## config.mk

```make
export PLATFORM = sky130hd
export DESIGN_NAME = field_point_register_bank
export DESIGN_NICKNAME = d
export VERILOG_FILES = /design/src/rtl/field_point_pkg.sv /design/src/rtl/entry_if.sv /design/src/rtl/bank_access.sv /design/src/rtl/field_point_register_bank.sv
export VERILOG_INCLUDE_DIRS = /design/src /design/src/rtl
export SDC_FILE = /design/constraint.sdc
export NUM_CORES = 2
export LEC_CHECK = 0
export BUFFER_PORTS_ARGS = -buffer_cell sky130_fd_sc_hd__buf_2
export CAP_MARGIN = 20
export CORE_ASPECT_RATIO = 0.9
export CORE_MARGIN = 5
export CORE_UTILIZATION = 45
export CTS_CLUSTER_DIAMETER = 40
export CTS_CLUSTER_SIZE = 10
export DETAILED_ROUTE_END_ITERATION = 12
export HOLD_SLACK_MARGIN = 0.08
export SLEW_MARGIN = 20
export SYNTH_ARGS = -nofsm -noshare
export SYNTH_HDL_FRONTEND = slang
export SYNTH_HIERARCHICAL = 1
export SYNTH_SLANG_ARGS = --single-unit
export TNS_END_PERCENT = 1
```

## constraint.sdc

```tcl
create_clock -name mclk -period 10.6 [get_ports mclk]
set_input_delay 2.12 -clock mclk [delete_from_list [all_inputs] [get_ports mclk]]
set_output_delay 2.12 -clock mclk [all_outputs]
set_load 0.1 [all_outputs]
```

## src/rtl/field_point_params.svh

```systemverilog
`ifndef FIELD_POINT_PARAMS_SVH
`define FIELD_POINT_PARAMS_SVH

`define FP_COUNT        12
`define FORCE_FLAG_OFS  4'hc
`define FORCE_VALUE_OFS 4'hd
`define FORCE_REQ_BIT   15
`define FORCE_SEL_MSB   11
`define VALUE_MAX       16'h270f
`define VALUE_RST       16'h0000
`define DP_RST          2'h0
`define BASE_RST        16'h0000

`endif

```

## src/rtl/field_point_pkg.sv

```systemverilog
package field_point_pkg;
  typedef logic [15:0] value_t;
  typedef logic [3:0]  entry_idx_t;
  typedef enum logic {LINK_RS232, LINK_RS422} link_mode_t;
  typedef enum {ST_PT, ST_PT_W, ST_FLG, ST_FLG_W, ST_VAL, ST_VAL_W, ST_CLR, ST_CLR_W}
    scan_state_t;
endpackage : field_point_pkg

```

## src/rtl/entry_if.sv

```systemverilog
`timescale 1ns/100ps
interface entry_if;
  import field_point_pkg::*;
  logic       req;
  logic       we;
  entry_idx_t idx;
  value_t     wdata;
  logic       done;
  value_t     rdata;
  modport client (output req, we, idx, wdata, input done, rdata);
  modport engine (input req, we, idx, wdata, output done, rdata);
endinterface : entry_if

```

## src/rtl/bank_access.sv

```systemverilog
`timescale 1ns/100ps
module bank_access #(
  parameter int AW = 16
) (
  input  wire logic                      mclk,
  input  wire logic                      rst,
  input  wire logic [AW-1:0]             base,
  input  wire logic                      narrow,
  entry_if.engine                        eif,
  output logic                           ctl_req_r,
  output logic                           ctl_we_r,
  output logic [AW-1:0]                  ctl_addr_r,
  output field_point_pkg::value_t        ctl_wdata_r,
  input  wire field_point_pkg::value_t   ctl_rdata,
  input  wire logic                      ctl_ack
);
  import field_point_pkg::*;
  logic          busy_r;
  logic          hi_r;
  // Width held per access so a bank reload never splits an entry
  logic          pair_mode_r;
  logic [7:0]    lo_r;
  value_t        hold_r;
  wire  [AW-1:0] addr_wide  = base + AW'(eif.idx);
  wire  [AW-1:0] addr_pair  = base + AW'({eif.idx, 1'b0});
  wire  [AW-1:0] first_addr = narrow ? addr_pair : addr_wide;
  wire           take       = !busy_r && eif.req;
  wire           pair_step  = busy_r && ctl_ack && pair_mode_r && !hi_r;
  wire           finish     = busy_r && ctl_ack && !pair_step;
  wire  [15:0]   first_wd   = narrow ? {8'h00, eif.wdata[7:0]} : eif.wdata;
  wire  [15:0]   read_word  = pair_mode_r ? {ctl_rdata[7:0], lo_r} : ctl_rdata;

  always_ff @(posedge mclk) begin
    if (rst) begin
      busy_r      <= 1'b0;
      hi_r        <= 1'b0;
      lo_r        <= 8'h00;
      pair_mode_r <= 1'b0;
      hold_r      <= 16'h0000;
      ctl_req_r   <= 1'b0;
      ctl_we_r    <= 1'b0;
      ctl_addr_r  <= '0;
      ctl_wdata_r <= 16'h0000;
      eif.done    <= 1'b0;
      eif.rdata   <= 16'h0000;
    end else begin
      eif.done <= finish;
      if (take) begin
        busy_r      <= 1'b1;
        hi_r        <= 1'b0;
        ctl_req_r   <= 1'b1;
        ctl_we_r    <= eif.we;
        pair_mode_r <= narrow;
        ctl_addr_r  <= first_addr;
        ctl_wdata_r <= first_wd;
        hold_r      <= eif.wdata;
      end else if (pair_step) begin
        // Low byte at the lower register, then the high byte
        hi_r        <= 1'b1;
        lo_r        <= ctl_rdata[7:0];
        ctl_addr_r  <= ctl_addr_r + AW'(1);
        ctl_wdata_r <= {8'h00, hold_r[15:8]};
      end else if (finish) begin
        busy_r    <= 1'b0;
        ctl_req_r <= 1'b0;
        eif.rdata <= read_word;
      end
    end
  end

  req_hold_a: assert property (@(posedge mclk) disable iff (rst)
    ctl_req_r && !ctl_ack |=> ctl_req_r && $stable(ctl_addr_r))
    else $error("bank request dropped or moved before acknowledge");
  pair_step_a: assert property (@(posedge mclk) disable iff (rst)
    pair_step |=> ctl_req_r && ctl_addr_r == $past(ctl_addr_r) + AW'(1))
    else $error("second register of a pair not addressed");
  done_after_a: assert property (@(posedge mclk) disable iff (rst)
    finish |=> eif.done && !ctl_req_r)
    else $error("entry completion not reported");
  pair_cov_c: cover property (@(posedge mclk) disable iff (rst) pair_step ##[1:20] finish);
endmodule : bank_access

```

## src/rtl/field_point_register_bank.sv

```systemverilog
`timescale 1ns/100ps
`include "field_point_params.svh"
module field_point_register_bank #(
  parameter int FP = `FP_COUNT,
  parameter int AW = 16
) (
  input  wire logic                        mclk,
  input  wire logic                        rst,
  // Bank configuration
  input  wire logic                        cfg_bank_load,
  input  wire logic [AW-1:0]               cfg_base,
  input  wire logic                        cfg_narrow,
  input  wire logic                        cfg_force_en,
  input  wire field_point_pkg::link_mode_t cfg_link_mode,
  // Per-point configuration
  input  wire logic                        cfg_load,
  input  wire field_point_pkg::entry_idx_t cfg_point,
  input  wire logic                        cfg_is_sp,
  input  wire logic [1:0]                  cfg_dp,
  input  wire field_point_pkg::value_t     cfg_min,
  input  wire field_point_pkg::value_t     cfg_max,
  // Operator keys
  input  wire field_point_pkg::entry_idx_t op_point,
  input  wire logic                        op_up,
  input  wire logic                        op_down,
  // Display view
  input  wire field_point_pkg::entry_idx_t view_sel,
  output field_point_pkg::value_t          view_value_r,
  output logic [1:0]                       view_dp_r,
  output logic                             view_is_sp_r,
  // Controller holding registers
  output logic                             ctl_req_r,
  output logic                             ctl_we_r,
  output logic [AW-1:0]                    ctl_addr_r,
  output field_point_pkg::value_t          ctl_wdata_r,
  input  wire field_point_pkg::value_t     ctl_rdata,
  input  wire logic                        ctl_ack,
  // Serial link addressing
  input  wire logic [4:0]                  addr_sw,
  input  wire logic                        rx_addr_valid,
  input  wire logic [4:0]                  rx_addr,
  input  wire logic                        resp_done,
  output logic                             addr_hit_r,
  output logic                             tx_oe_n_r,
  output logic                             force_done_r
);
  import field_point_pkg::*;

  // ----------------------------------------------------------------
  // Configuration state
  // ----------------------------------------------------------------
  logic [AW-1:0]          base_r;
  logic                   narrow_r;
  logic                   force_en_r;
  link_mode_t             link_mode_r;
  logic [FP-1:0]          pt_is_sp_r;
  logic [FP-1:0][1:0]     pt_dp_r;
  logic [FP-1:0][15:0]    min_r;
  logic [FP-1:0][15:0]    max_r;
  logic [FP-1:0][15:0]    sp_val_r;
  logic [FP-1:0][15:0]    disp_val_r;
  logic [FP-1:0]          force_sel_r;
  logic [4:0]             mod_addr_r;
  logic                   reply_pend_r;
  scan_state_t            st_r;
  scan_state_t            st_nxt;
  entry_idx_t             pt_idx_r;

  entry_if eif ();

  function automatic value_t clamp(input value_t v, input value_t lo, input value_t hi);
    clamp = (v < lo) ? lo : ((v > hi) ? hi : v);
  endfunction : clamp

  wire cfg_hit = cfg_load && (cfg_point < entry_idx_t'(FP));
  wire cfg_max_ok = cfg_max <= `VALUE_MAX;
  wire [15:0] cfg_max_eff = cfg_max_ok ? cfg_max : `VALUE_MAX;
  wire [15:0] cfg_min_eff = (cfg_min > cfg_max_eff) ? cfg_max_eff : cfg_min;

  always_ff @(posedge mclk) begin
    if (rst) begin
      base_r      <= `BASE_RST;
      narrow_r    <= 1'b0;
      force_en_r  <= 1'b0;
      link_mode_r <= LINK_RS232;
    end else if (cfg_bank_load) begin
      base_r      <= cfg_base;
      narrow_r    <= cfg_narrow;
      force_en_r  <= cfg_force_en;
      link_mode_r <= cfg_link_mode;
    end
  end

  always_ff @(posedge mclk) begin
    if (rst) begin
      pt_is_sp_r <= '0;
      pt_dp_r    <= '0;
      min_r      <= '0;
      for (int i = 0; i < FP; i++) max_r[i] <= `VALUE_MAX;
    end else if (cfg_hit) begin
      pt_is_sp_r[cfg_point] <= cfg_is_sp;
      pt_dp_r[cfg_point]    <= cfg_dp;
      min_r[cfg_point]      <= cfg_min_eff;
      max_r[cfg_point]      <= cfg_max_eff;
    end
  end

  // ----------------------------------------------------------------
  // Bank scan sequencer
  // ----------------------------------------------------------------
  wire last_pt   = pt_idx_r == entry_idx_t'(FP - 1);
  wire pt_is_sp  = pt_is_sp_r[pt_idx_r];
  wire flag_set  = eif.rdata[`FORCE_REQ_BIT];
  wire force_app = (st_r == ST_VAL_W) && eif.done;

  always_comb begin
    st_nxt = st_r;
    unique case (st_r)
      ST_PT:    st_nxt = ST_PT_W;
      ST_PT_W:  if (eif.done) st_nxt = (last_pt && force_en_r) ? ST_FLG : ST_PT;
      ST_FLG:   st_nxt = ST_FLG_W;
      ST_FLG_W: if (eif.done) st_nxt = flag_set ? ST_VAL : ST_PT;
      ST_VAL:   st_nxt = ST_VAL_W;
      ST_VAL_W: if (eif.done) st_nxt = ST_CLR;
      ST_CLR:   st_nxt = ST_CLR_W;
      ST_CLR_W: if (eif.done) st_nxt = ST_PT;
    endcase
  end

  assign eif.req   = (st_r == ST_PT) || (st_r == ST_FLG) || (st_r == ST_VAL)
                     || (st_r == ST_CLR);
  assign eif.we    = ((st_r == ST_PT) && pt_is_sp) || (st_r == ST_CLR);
  assign eif.idx   = (st_r == ST_VAL) ? `FORCE_VALUE_OFS
                   : ((st_r == ST_FLG) || (st_r == ST_CLR)) ? `FORCE_FLAG_OFS
                   : pt_idx_r;
  assign eif.wdata = (st_r == ST_CLR) ? 16'h0000 : sp_val_r[pt_idx_r];

  always_ff @(posedge mclk) begin
    if (rst) begin
      st_r         <= ST_PT;
      pt_idx_r     <= 4'h0;
      force_sel_r  <= '0;
      force_done_r <= 1'b0;
    end else begin
      st_r         <= st_nxt;
      force_done_r <= (st_r == ST_CLR_W) && eif.done;
      if ((st_r == ST_PT_W) && eif.done) pt_idx_r <= last_pt ? 4'h0 : pt_idx_r + 4'h1;
      if ((st_r == ST_FLG_W) && eif.done) force_sel_r <= eif.rdata[`FORCE_SEL_MSB:0];
    end
  end

  // ----------------------------------------------------------------
  // Point values
  // ----------------------------------------------------------------
  wire [15:0] force_val = (eif.rdata > `VALUE_MAX) ? `VALUE_MAX : eif.rdata;
  wire [15:0] op_cur    = sp_val_r[op_point];
  wire        op_ok     = (op_point < entry_idx_t'(FP)) && pt_is_sp_r[op_point];
  wire [15:0] op_up_v   = clamp(op_cur + 16'h0001, min_r[op_point], max_r[op_point]);
  wire [15:0] op_dn_v   = (op_cur == 16'h0000) ? min_r[op_point]
                        : clamp(op_cur - 16'h0001, min_r[op_point], max_r[op_point]);

  always_ff @(posedge mclk) begin
    if (rst) begin
      for (int i = 0; i < FP; i++) sp_val_r[i] <= `VALUE_RST;
    end else if (force_app) begin
      for (int i = 0; i < FP; i++) begin
        if (force_sel_r[i] && pt_is_sp_r[i]) sp_val_r[i] <= force_val;
      end
    end else if (cfg_hit) begin
      sp_val_r[cfg_point] <= clamp(sp_val_r[cfg_point], cfg_min_eff, cfg_max_eff);
    end else if (op_ok && (op_up ^ op_down)) begin
      sp_val_r[op_point] <= op_up ? op_up_v : op_dn_v;
    end
  end

  always_ff @(posedge mclk) begin
    if (rst) begin
      disp_val_r <= '0;
    end else if ((st_r == ST_PT_W) && eif.done && !pt_is_sp) begin
      disp_val_r[pt_idx_r] <= (eif.rdata > `VALUE_MAX) ? `VALUE_MAX : eif.rdata;
    end
  end

  wire        view_ok  = view_sel < entry_idx_t'(FP);
  wire [15:0] view_val = !view_ok ? 16'h0000
                       : pt_is_sp_r[view_sel] ? sp_val_r[view_sel] : disp_val_r[view_sel];

  always_ff @(posedge mclk) begin
    if (rst) begin
      view_value_r <= 16'h0000;
      view_dp_r    <= `DP_RST;
      view_is_sp_r <= 1'b0;
    end else begin
      view_value_r <= view_val;
      view_dp_r    <= view_ok ? pt_dp_r[view_sel] : `DP_RST;
      view_is_sp_r <= view_ok && pt_is_sp_r[view_sel];
    end
  end

  // ----------------------------------------------------------------
  // Link addressing and driver enable
  // ----------------------------------------------------------------
  always_ff @(posedge mclk) begin
    if (rst) begin
      mod_addr_r   <= 5'h00;
      addr_hit_r   <= 1'b0;
      reply_pend_r <= 1'b0;
      tx_oe_n_r    <= 1'b1;
    end else begin
      mod_addr_r   <= addr_sw;
      addr_hit_r   <= rx_addr_valid && (rx_addr == mod_addr_r);
      // Answer only after being addressed
      reply_pend_r <= addr_hit_r || (reply_pend_r && !resp_done);
      // Multidrop keeps the driver off unless answering
      tx_oe_n_r    <= !((link_mode_r == LINK_RS232) || reply_pend_r);
    end
  end

  bank_access #(.AW(AW)) u_access (
    .mclk        (mclk),
    .rst         (rst),
    .base        (base_r),
    .narrow      (narrow_r),
    .eif         (eif.engine),
    .ctl_req_r   (ctl_req_r),
    .ctl_we_r    (ctl_we_r),
    .ctl_addr_r  (ctl_addr_r),
    .ctl_wdata_r (ctl_wdata_r),
    .ctl_rdata   (ctl_rdata),
    .ctl_ack     (ctl_ack)
  );

  // ----------------------------------------------------------------
  // Check helpers
  // ----------------------------------------------------------------
  logic [FP-1:0] force_mask;
  logic [FP-1:0] at_force;
  logic [FP-1:0] sp_over;
  logic [FP-1:0] disp_over;

  always_comb begin
    force_mask = '0;
    at_force   = '0;
    sp_over    = '0;
    disp_over  = '0;
    for (int i = 0; i < FP; i++) begin
      force_mask[i] = force_sel_r[i] && pt_is_sp_r[i];
      at_force[i]   = sp_val_r[i] == force_val;
      sp_over[i]    = sp_val_r[i] > `VALUE_MAX;
      disp_over[i]  = disp_val_r[i] > `VALUE_MAX;
    end
  end

  // ----------------------------------------------------------------
  // Checks
  // ----------------------------------------------------------------
  sp_copy_a: assert property (@(posedge mclk) disable iff (rst)
    (st_r == ST_PT) && pt_is_sp |=> ctl_req_r && ctl_we_r
      && ctl_wdata_r == ($past(narrow_r) ? {8'h00, $past(sp_val_r[pt_idx_r][7:0])}
                                  : $past(sp_val_r[pt_idx_r])))
    else $error("setpoint not copied to its register");
  disp_fetch_a: assert property (@(posedge mclk) disable iff (rst)
    (st_r == ST_PT) && !pt_is_sp |=> ctl_req_r && !ctl_we_r)
    else $error("display point not fetched");
  force_clear_a: assert property (@(posedge mclk) disable iff (rst)
    force_app |-> ##[2:40] (ctl_req_r && ctl_we_r && ctl_wdata_r == 16'h0000))
    else $error("force flag entry not cleared");
  force_take_a: assert property (@(posedge mclk) disable iff (rst)
    force_app |=> ($past(force_mask) & ~at_force) == '0)
    else $error("selected setpoint missed the override");
  dp_fixed_a: assert property (@(posedge mclk) disable iff (rst)
    !cfg_load |=> $stable(pt_dp_r))
    else $error("decimal point moved without configuration");
  sp_bound_a: assert property (@(posedge mclk) disable iff (rst)
    op_ok && op_up && !op_down && !force_app && !cfg_hit
      |=> sp_val_r[$past(op_point)] <= max_r[$past(op_point)])
    else $error("setpoint adjusted beyond maximum");
  addr_hit_a: assert property (@(posedge mclk) disable iff (rst)
    rx_addr_valid && rx_addr == mod_addr_r |=> addr_hit_r)
    else $error("own address not recognised");
  tx_quiet_a: assert property (@(posedge mclk) disable iff (rst)
    link_mode_r == LINK_RS422 && !reply_pend_r |=> tx_oe_n_r)
    else $error("multidrop driver on without a request");
  sp_range_a: assert property (@(posedge mclk) disable iff (rst)
    sp_over == '0)
    else $error("setpoint value above range");
  disp_range_a: assert property (@(posedge mclk) disable iff (rst)
    disp_over == '0)
    else $error("display value above range");
  addr_miss_a: assert property (@(posedge mclk) disable iff (rst)
    !(rx_addr_valid && rx_addr == mod_addr_r) |=> !addr_hit_r)
    else $error("foreign address recognised");
  scan_gap_a: assert property (@(posedge mclk) disable iff (rst)
    $fell(ctl_req_r) |=> !ctl_req_r)
    else $error("entries issued without a gap");
  sp_floor_a: assert property (@(posedge mclk) disable iff (rst)
    op_ok && op_down && !op_up && !force_app && !cfg_hit
      |=> sp_val_r[$past(op_point)] >= min_r[$past(op_point)])
    else $error("setpoint adjusted below minimum");
  force_cov_c: cover property (@(posedge mclk) disable iff (rst) force_app ##[1:40] force_done_r);
  disp_cov_c: cover property (@(posedge mclk) disable iff (rst)
    (st_r == ST_PT_W) && eif.done && !pt_is_sp);
  op_cov_c: cover property (@(posedge mclk) disable iff (rst) op_ok && op_down);
  link_cov_c: cover property (@(posedge mclk) disable iff (rst)
    addr_hit_r ##1 reply_pend_r ##[1:20] resp_done);
endmodule : field_point_register_bank

```

Yosys cells after proc, flatten, opt, wreduce, memory -nomap -nowiden
Cells that the tools add are included.

Bits of input ports: 101. Output and inout bits: 56. Logic and storage cells: 306. Register bits after elaboration: 976.

Reductions and logical operators: 70. Mux-type cells: 87. Bitwise gates (word level): 5. $add $sub $neg: 6. Equality and inequality tests: 33. $lt $le $gt $ge: 19.

Operator list (number): 192-bit bitwise mux (5); 16-bit 2-to-1 mux (42); 192-bit 2-to-1 mux (3); 16-bit binary-select mux with 4-bit select (7); 32-bit case mux with 8 select lines (1); 16-bit demux with 4-bit select (3); 32-bit by 3-bit == test with 1-bit output (second input constant) (6); 32-bit by 4-bit == test with 1-bit output (second input constant) (4); 32-bit 2-to-1 mux (4); 32-bit by 2-bit == test with 1-bit output (second input constant) (3); 16-bit greater-than comparator (4); 32-bit logical NOT (2); 16-bit < comparator (3); 2-bit by 1-bit inequality test with 1-bit output (second input constant) (17); 1-bit logical AND (33); 16-bit by 1-bit adder with 16-bit output (second input constant) (2); 32-bit by 1-bit == test with 1-bit output (second input constant) (1); 2-bit AND reduction (14); 24-bit bitwise mux (1); 4-bit by 5-bit < comparator with 1-bit output (second input constant) (4); 16-bit by 4-bit adder with 16-bit output (1); 16-bit by 5-bit adder with 16-bit output (1); 16-bit by 14-bit greater-than comparator with 1-bit output (second input constant) (1); 16-bit by 14-bit less-or-equal comparator with 1-bit output (second input constant) (1); other kinds (25) (57).

Longest topological paths before layout
Depth in word-level cells: 12. Depth in mapped cells: 28. Depth with buffers taken out: 23.

Hierarchy
The synthesis kept the hierarchy.

Modules (own cells, without submodules): field_point_register_bank (times used 1, area each 49261.0 µm², seq. area each 17416.7 µm², cells each 5540); bank_access (times used 1, area each 3468.3 µm², seq. area each 1381.3 µm², cells each 419).

Worst setup path before layout
OpenSTA, ideal clock, no wires.

Path type: input-to-reg. From: in cfg_max[7]. To: reg sp_val_r[41] in the netlist's numbering. Path buffers: 4. Path slack: 2.434 ns. Data required time: 10.526 ns. Library setup time: 0.074 ns. Arrival time: 8.092 ns. Stages: 25. Cell sequence: or4_4 a211oi_2 nand2_1 clkbuf_1 ha_1 nand4_1 nor4_1 a311o_1 o21ai_1 buf_2 o21ai_0 inv_1 ha_1 a21o_1 a21o_1 a21o_1 a21o_1 a21oi_1 o21ai_0 or3_1 a21oi_2 buf_2 buf_2 o211ai_1 a31oi_1.

Cells in the longest elaborated chain, start to end: 9. Elaborated cells between the ends (all ways): 11. Classes of those cells: order compare (4); mux (7).

RTL lines: start, declared (RTL line field_point_register_bank.sv:21) `input wire field_point_pkg::value_t cfg_max,`; 16-bit by 14-bit less-or-equal comparator with 1-bit output (no line); 16-bit 2-to-1 mux (no line) *; 16-bit greater-than comparator (RTL line field_point_register_bank.sv:78) `wire [15:0] cfg_min_eff = (cfg_min > cfg_max_eff) ? cfg_max_eff : cfg_min;`; 16-bit 2-to-1 mux (RTL line field_point_register_bank.sv:78); 16-bit < comparator (RTL line field_point_register_bank.sv:72) `clamp = (v < lo) ? lo : ((v > hi) ? hi : v);`; 16-bit 2-to-1 mux * (RTL line field_point_register_bank.sv:72); 192-bit bitwise mux * (RTL line field_point_register_bank.sv:170) `sp_val_r[cfg_point] <= clamp(sp_val_r[cfg_point], cfg_min_eff, cfg_max_eff);`; 192-bit 2-to-1 mux * (RTL line field_point_register_bank.sv:169) `end else if (cfg_hit) begin`; 192-bit 2-to-1 mux * (RTL line field_point_register_bank.sv:165) `end else if (force_app) begin`; end signal, assigned by index (RTL line field_point_register_bank.sv:167) `if (force_sel_r[i] && pt_is_sp_r[i]) sp_val_r[i] <= force_val;`; end signal, assigned by index (RTL line field_point_register_bank.sv:170); end signal, assigned by index (RTL line field_point_register_bank.sv:172) `sp_val_r[op_point] <= op_up ? op_up_v : op_dn_v;`; end, declared (RTL line field_point_register_bank.sv:60) `logic [FP-1:0][15:0] sp_val_r;`.

Every way passes the cells marked *; elsewhere a longest branch is shown, timed or not. A chain may end at the register's enable or synchronous reset.

Worst setup path after layout
From: in cfg_max[7]. To: reg sp_val_r[186] in the netlist's numbering.

The elaborated chain is that of the path after synthesis.

==> impl_results.md <==
* Status: completed
* Area Overhead vs Synth at 14.3%
* Clk buf depth at 3
* Worst skew pair latency at 820 ps
* Period utilisation layout at 0.849
* Pins Over Slew Limit at 0
* Routability congestion estimate from global placement at 1.07
* Seq. cell area at 18,800 µm²
* Slowest cell on crit path: a21oi_1
* Worst-Margin Slew at 1260 ps
* Worst EP arrival at 9730 ps
* XOR/XNOR Fraction of Synth Area at 0.00795
* RSZ-0062 raised after global routing: no
* Clk_skew at 35.4 ps
* DRT Pass-1 Iters at 9
* Wire per inst at 29.9 µm
* Largest area contributor in the netlist: dfxtp_1
* Synthesized area at 52,700 µm²
* Critical Path Source Type: input pin
* Vias in the first global route at 47,700
* Post-DP Area at 55,000 µm²
* Final Worst Setup Slack at 1600 ps
* Leakage at 21.8 nW
* Setup repair bufs after CTS at 0
* Worst path max stage delay at 870 ps
* I/O Buffers at 156
* Mux cell area share after synthesis at 0.190
* Largest family of logic cells by synthesized area: compound AO/OA/AOI/OAI gates
* PD cells at 169 nW/µm²
* Mean Syn Cell Area at 8.85 µm²
* Routed Antenna Nets at 0
* Post-Route WL at 227,000 µm
* Most used cell, CP: a21o_1
* Via count at 50,900
* Die Height at 335 µm
* WHS at 452 ps
* Crit end category: flop
* Vias per inst at 6.72
* Count leader, synth: dfxtp_1
* Worst hold path type: reg2reg
* Post-synth EDFFs at 0
* Largest net degree at the start of global routing at 191
* CP required at 11,330 ps
* Fillers at 10,900
* Ys async rst share at 0
* Nets at 6,099
* NetSw at 0.00303 W
* Ys Warns at 6
* Seq cells post-synth at 939
* CP Class: in2reg
* Post-synthesis cell type count at 97
* Sw frac at 0.298
* Root Driver: clkbuf_16
* HPWL Detailed at 149,000 µm
* Starting DRT DRC Count at 7,459
* H-tree levels at 4
* Layout cells sized above 1 at 0.181
* Area share of and/or/nand/nor cells after synthesis at 0.157
* Post-CTS sizing at 0
* GRT Overall Usage at 0.352
* Top cells by count, synth: dfxtp_1, nand2_1, a21oi_1
* CP max FO at 23
* Synth Instances at 5,959
* Post-cts hold buffer count at 0
* Place WS at 972 ps
* Clk sinks at 939
* Max-slew headroom at 0.153
* Ranking of synthesized cells by area: dfxtp_1, mux4_2, a21oi_1, nand2_1, nor2_1
* Logic pwr share at 0.141
* Post-synthesis sequential area ratio at 0.357
* Post-synthesis compound-gate area fraction at 0.210
* Clock Power Share at 0.498
* Congestion Overflow GR at 0
* TritonCTS Buffers at 152
* Min Clock Period, post-route at 9000 ps
* DRC Markers at 0
* I/O pin cnt at 157
* Initial antenna violation count at 18
* Adder-Cell Fraction of Synth Area at 0.0291
* Seq pwr share at 0.361
* Ys flop type: dfxtp_1
* Die area at 124,000 µm²
* Max IR drop VDD at 0.155 mV
* Clock slew at reported path FFs at 50 ps
* CTS tree: built
* Max cap viols at 0
* Final core occ at 0.516
* Int Pwr at 0.00714 W
* Fin area at 60,200 µm²
* Standard-cell rows at 119
* Global-route wire length before repair at 326,000 µm
* Core area at 117,000 µm²
* Die width at 371 µm
* Final Setup Violations at 0
* Area taken by multi-input logic gates at 31,700 µm²
* Post-synth top area share at 0.357
* Final hold vios at 0
* Setup TNS at 0 ps
* FMAX at 111 MHz
* Initial core utilization at 0.452
## kinds of logic after synthesis
| kind of cell | count (synthesis) |
|---|---|
| compound gates | 1736 |
| xor+xnor | 47 |
| fa+ha+maj | 122 |
| buf+inv | 646 |
| flops | 939 |
| mux | 570 |
| other cells | 1 |
| simple gates | 1898 |
## power groups by stage
stage	logic (W)	clock network, W	registers (W)
3_5_place_dp	0.00136	0	0.00375
6_report	0.00143	0.00507	0.00368
2_1_floorplan	0.000840	0	0.00377
3_3_place_gp	0.00135	0	0.00375
5_1_grt	0.00148	0.00526	0.00368
4_1_cts	0.00137	0.00510	0.00367
## path summary, 6_finish.rpt
check                        to  depth (start not counted)     startpoint  slack [ps]
setup reg to reg  sp_val_r[115]                         21  sp_val_r[112]        3600
setup / recovery  sp_val_r[186]                         26     cfg_max[7]        1600
hold / removal        min_r[33]                          2      min_r[33]         450
hold reg to reg       min_r[33]                          2      min_r[33]         450
## flip-flops by register name, indices dropped and copies added (netlist names), 2 cells and up
register / cells
u_access/eif.rdata: 16
pt_is_sp_r: 12
pt_idx_r: 4
min_r: 192
u_access/ctl_wdata_r: 16
force_sel_r: 12
u_access/hold_r: 8
u_access/lo_r: 8
view_value_r: 16
pt_dp_r: 24
u_access/ctl_addr_r: 16
disp_val_r: 192
view_dp_r: 2
mod_addr_r: 5
st_r: 3
base_r: 16
max_r: 192
sp_val_r: 192
## per-layer routing
| layer | GRT usage | part of all wire | wire length, µm | vias to the layer above |
|---|---|---|---|---|
| met5 | 0 | 0.00012 | 27 | - |
| met4 | 0.194 | 0.069 | 15600 | 4 |
| met3 | 0.121 | 0.13 | 29400 | 990 |
| met2 | 0.503 | 0.41 | 92800 | 3410 |
| met1 | 0.467 | 0.39 | 88700 | 24500 |
| li1 | - | - | - | 21900 |
## layout make-up
type | count | share of cell area
clock buffer | 188 | 0.0686
timing repair buffer | 357 | 0.0400
clock inverter | 82 | 0.0168
antenna | 6 | 0.000249
multi-input combinational | 4377 | 0.526
sequential | 939 | 0.312
tap | 1573 | 0.0327
inverter | 51 | 0.00326
## through the flow
step | cells | power (W)
6_report | 7573 | 0.0102
5_1_grt | 7568 | 0.0104
4_1_cts | 7565 | 0.0101
3_5_place_dp | 7295 | 0.00511
3_3_place_gp | 7293 | 0.00510
2_1_floorplan | 5962 | 0.00461
## worst max-delay path: cells and delay by family
family / cells / cell delay [ps]
AOI/OAI and AO/OA: 13 / 3400
buffers and inverters: 5 / 880
adders and majority gates: 2 / 850
and+or+nand+nor: 6 / 2470
## placed cells by master, fill, tap and decap left out, drive strengths merged, types with 13 or more instances in the layout
cell type / count
xor2: 23
o211ai: 221
nand3b: 13
nand2b: 34
nor3: 60
nor4: 14
mux4: 345
inv: 69
and3: 83
nand3: 62
and2: 26
clkinvlp: 13
nand4: 39
o21bai: 13
clkbuf: 189
dfxtp: 939
o21ai: 152
a31oi: 86
o21a: 14
a21oi: 707
buf: 356
nor2b: 20
clkinv: 37
mux2i: 219
bufinv: 14
ha: 118
nand2: 790
nor2: 659
nor3b: 31
a21o: 19
xnor2: 24
o2111ai: 13
a211oi: 293
a22oi: 44
or3: 17
o22ai: 27
o2bb2ai: 28
o31a: 15
No activity file was read; power rests on OpenSTA's default activity.
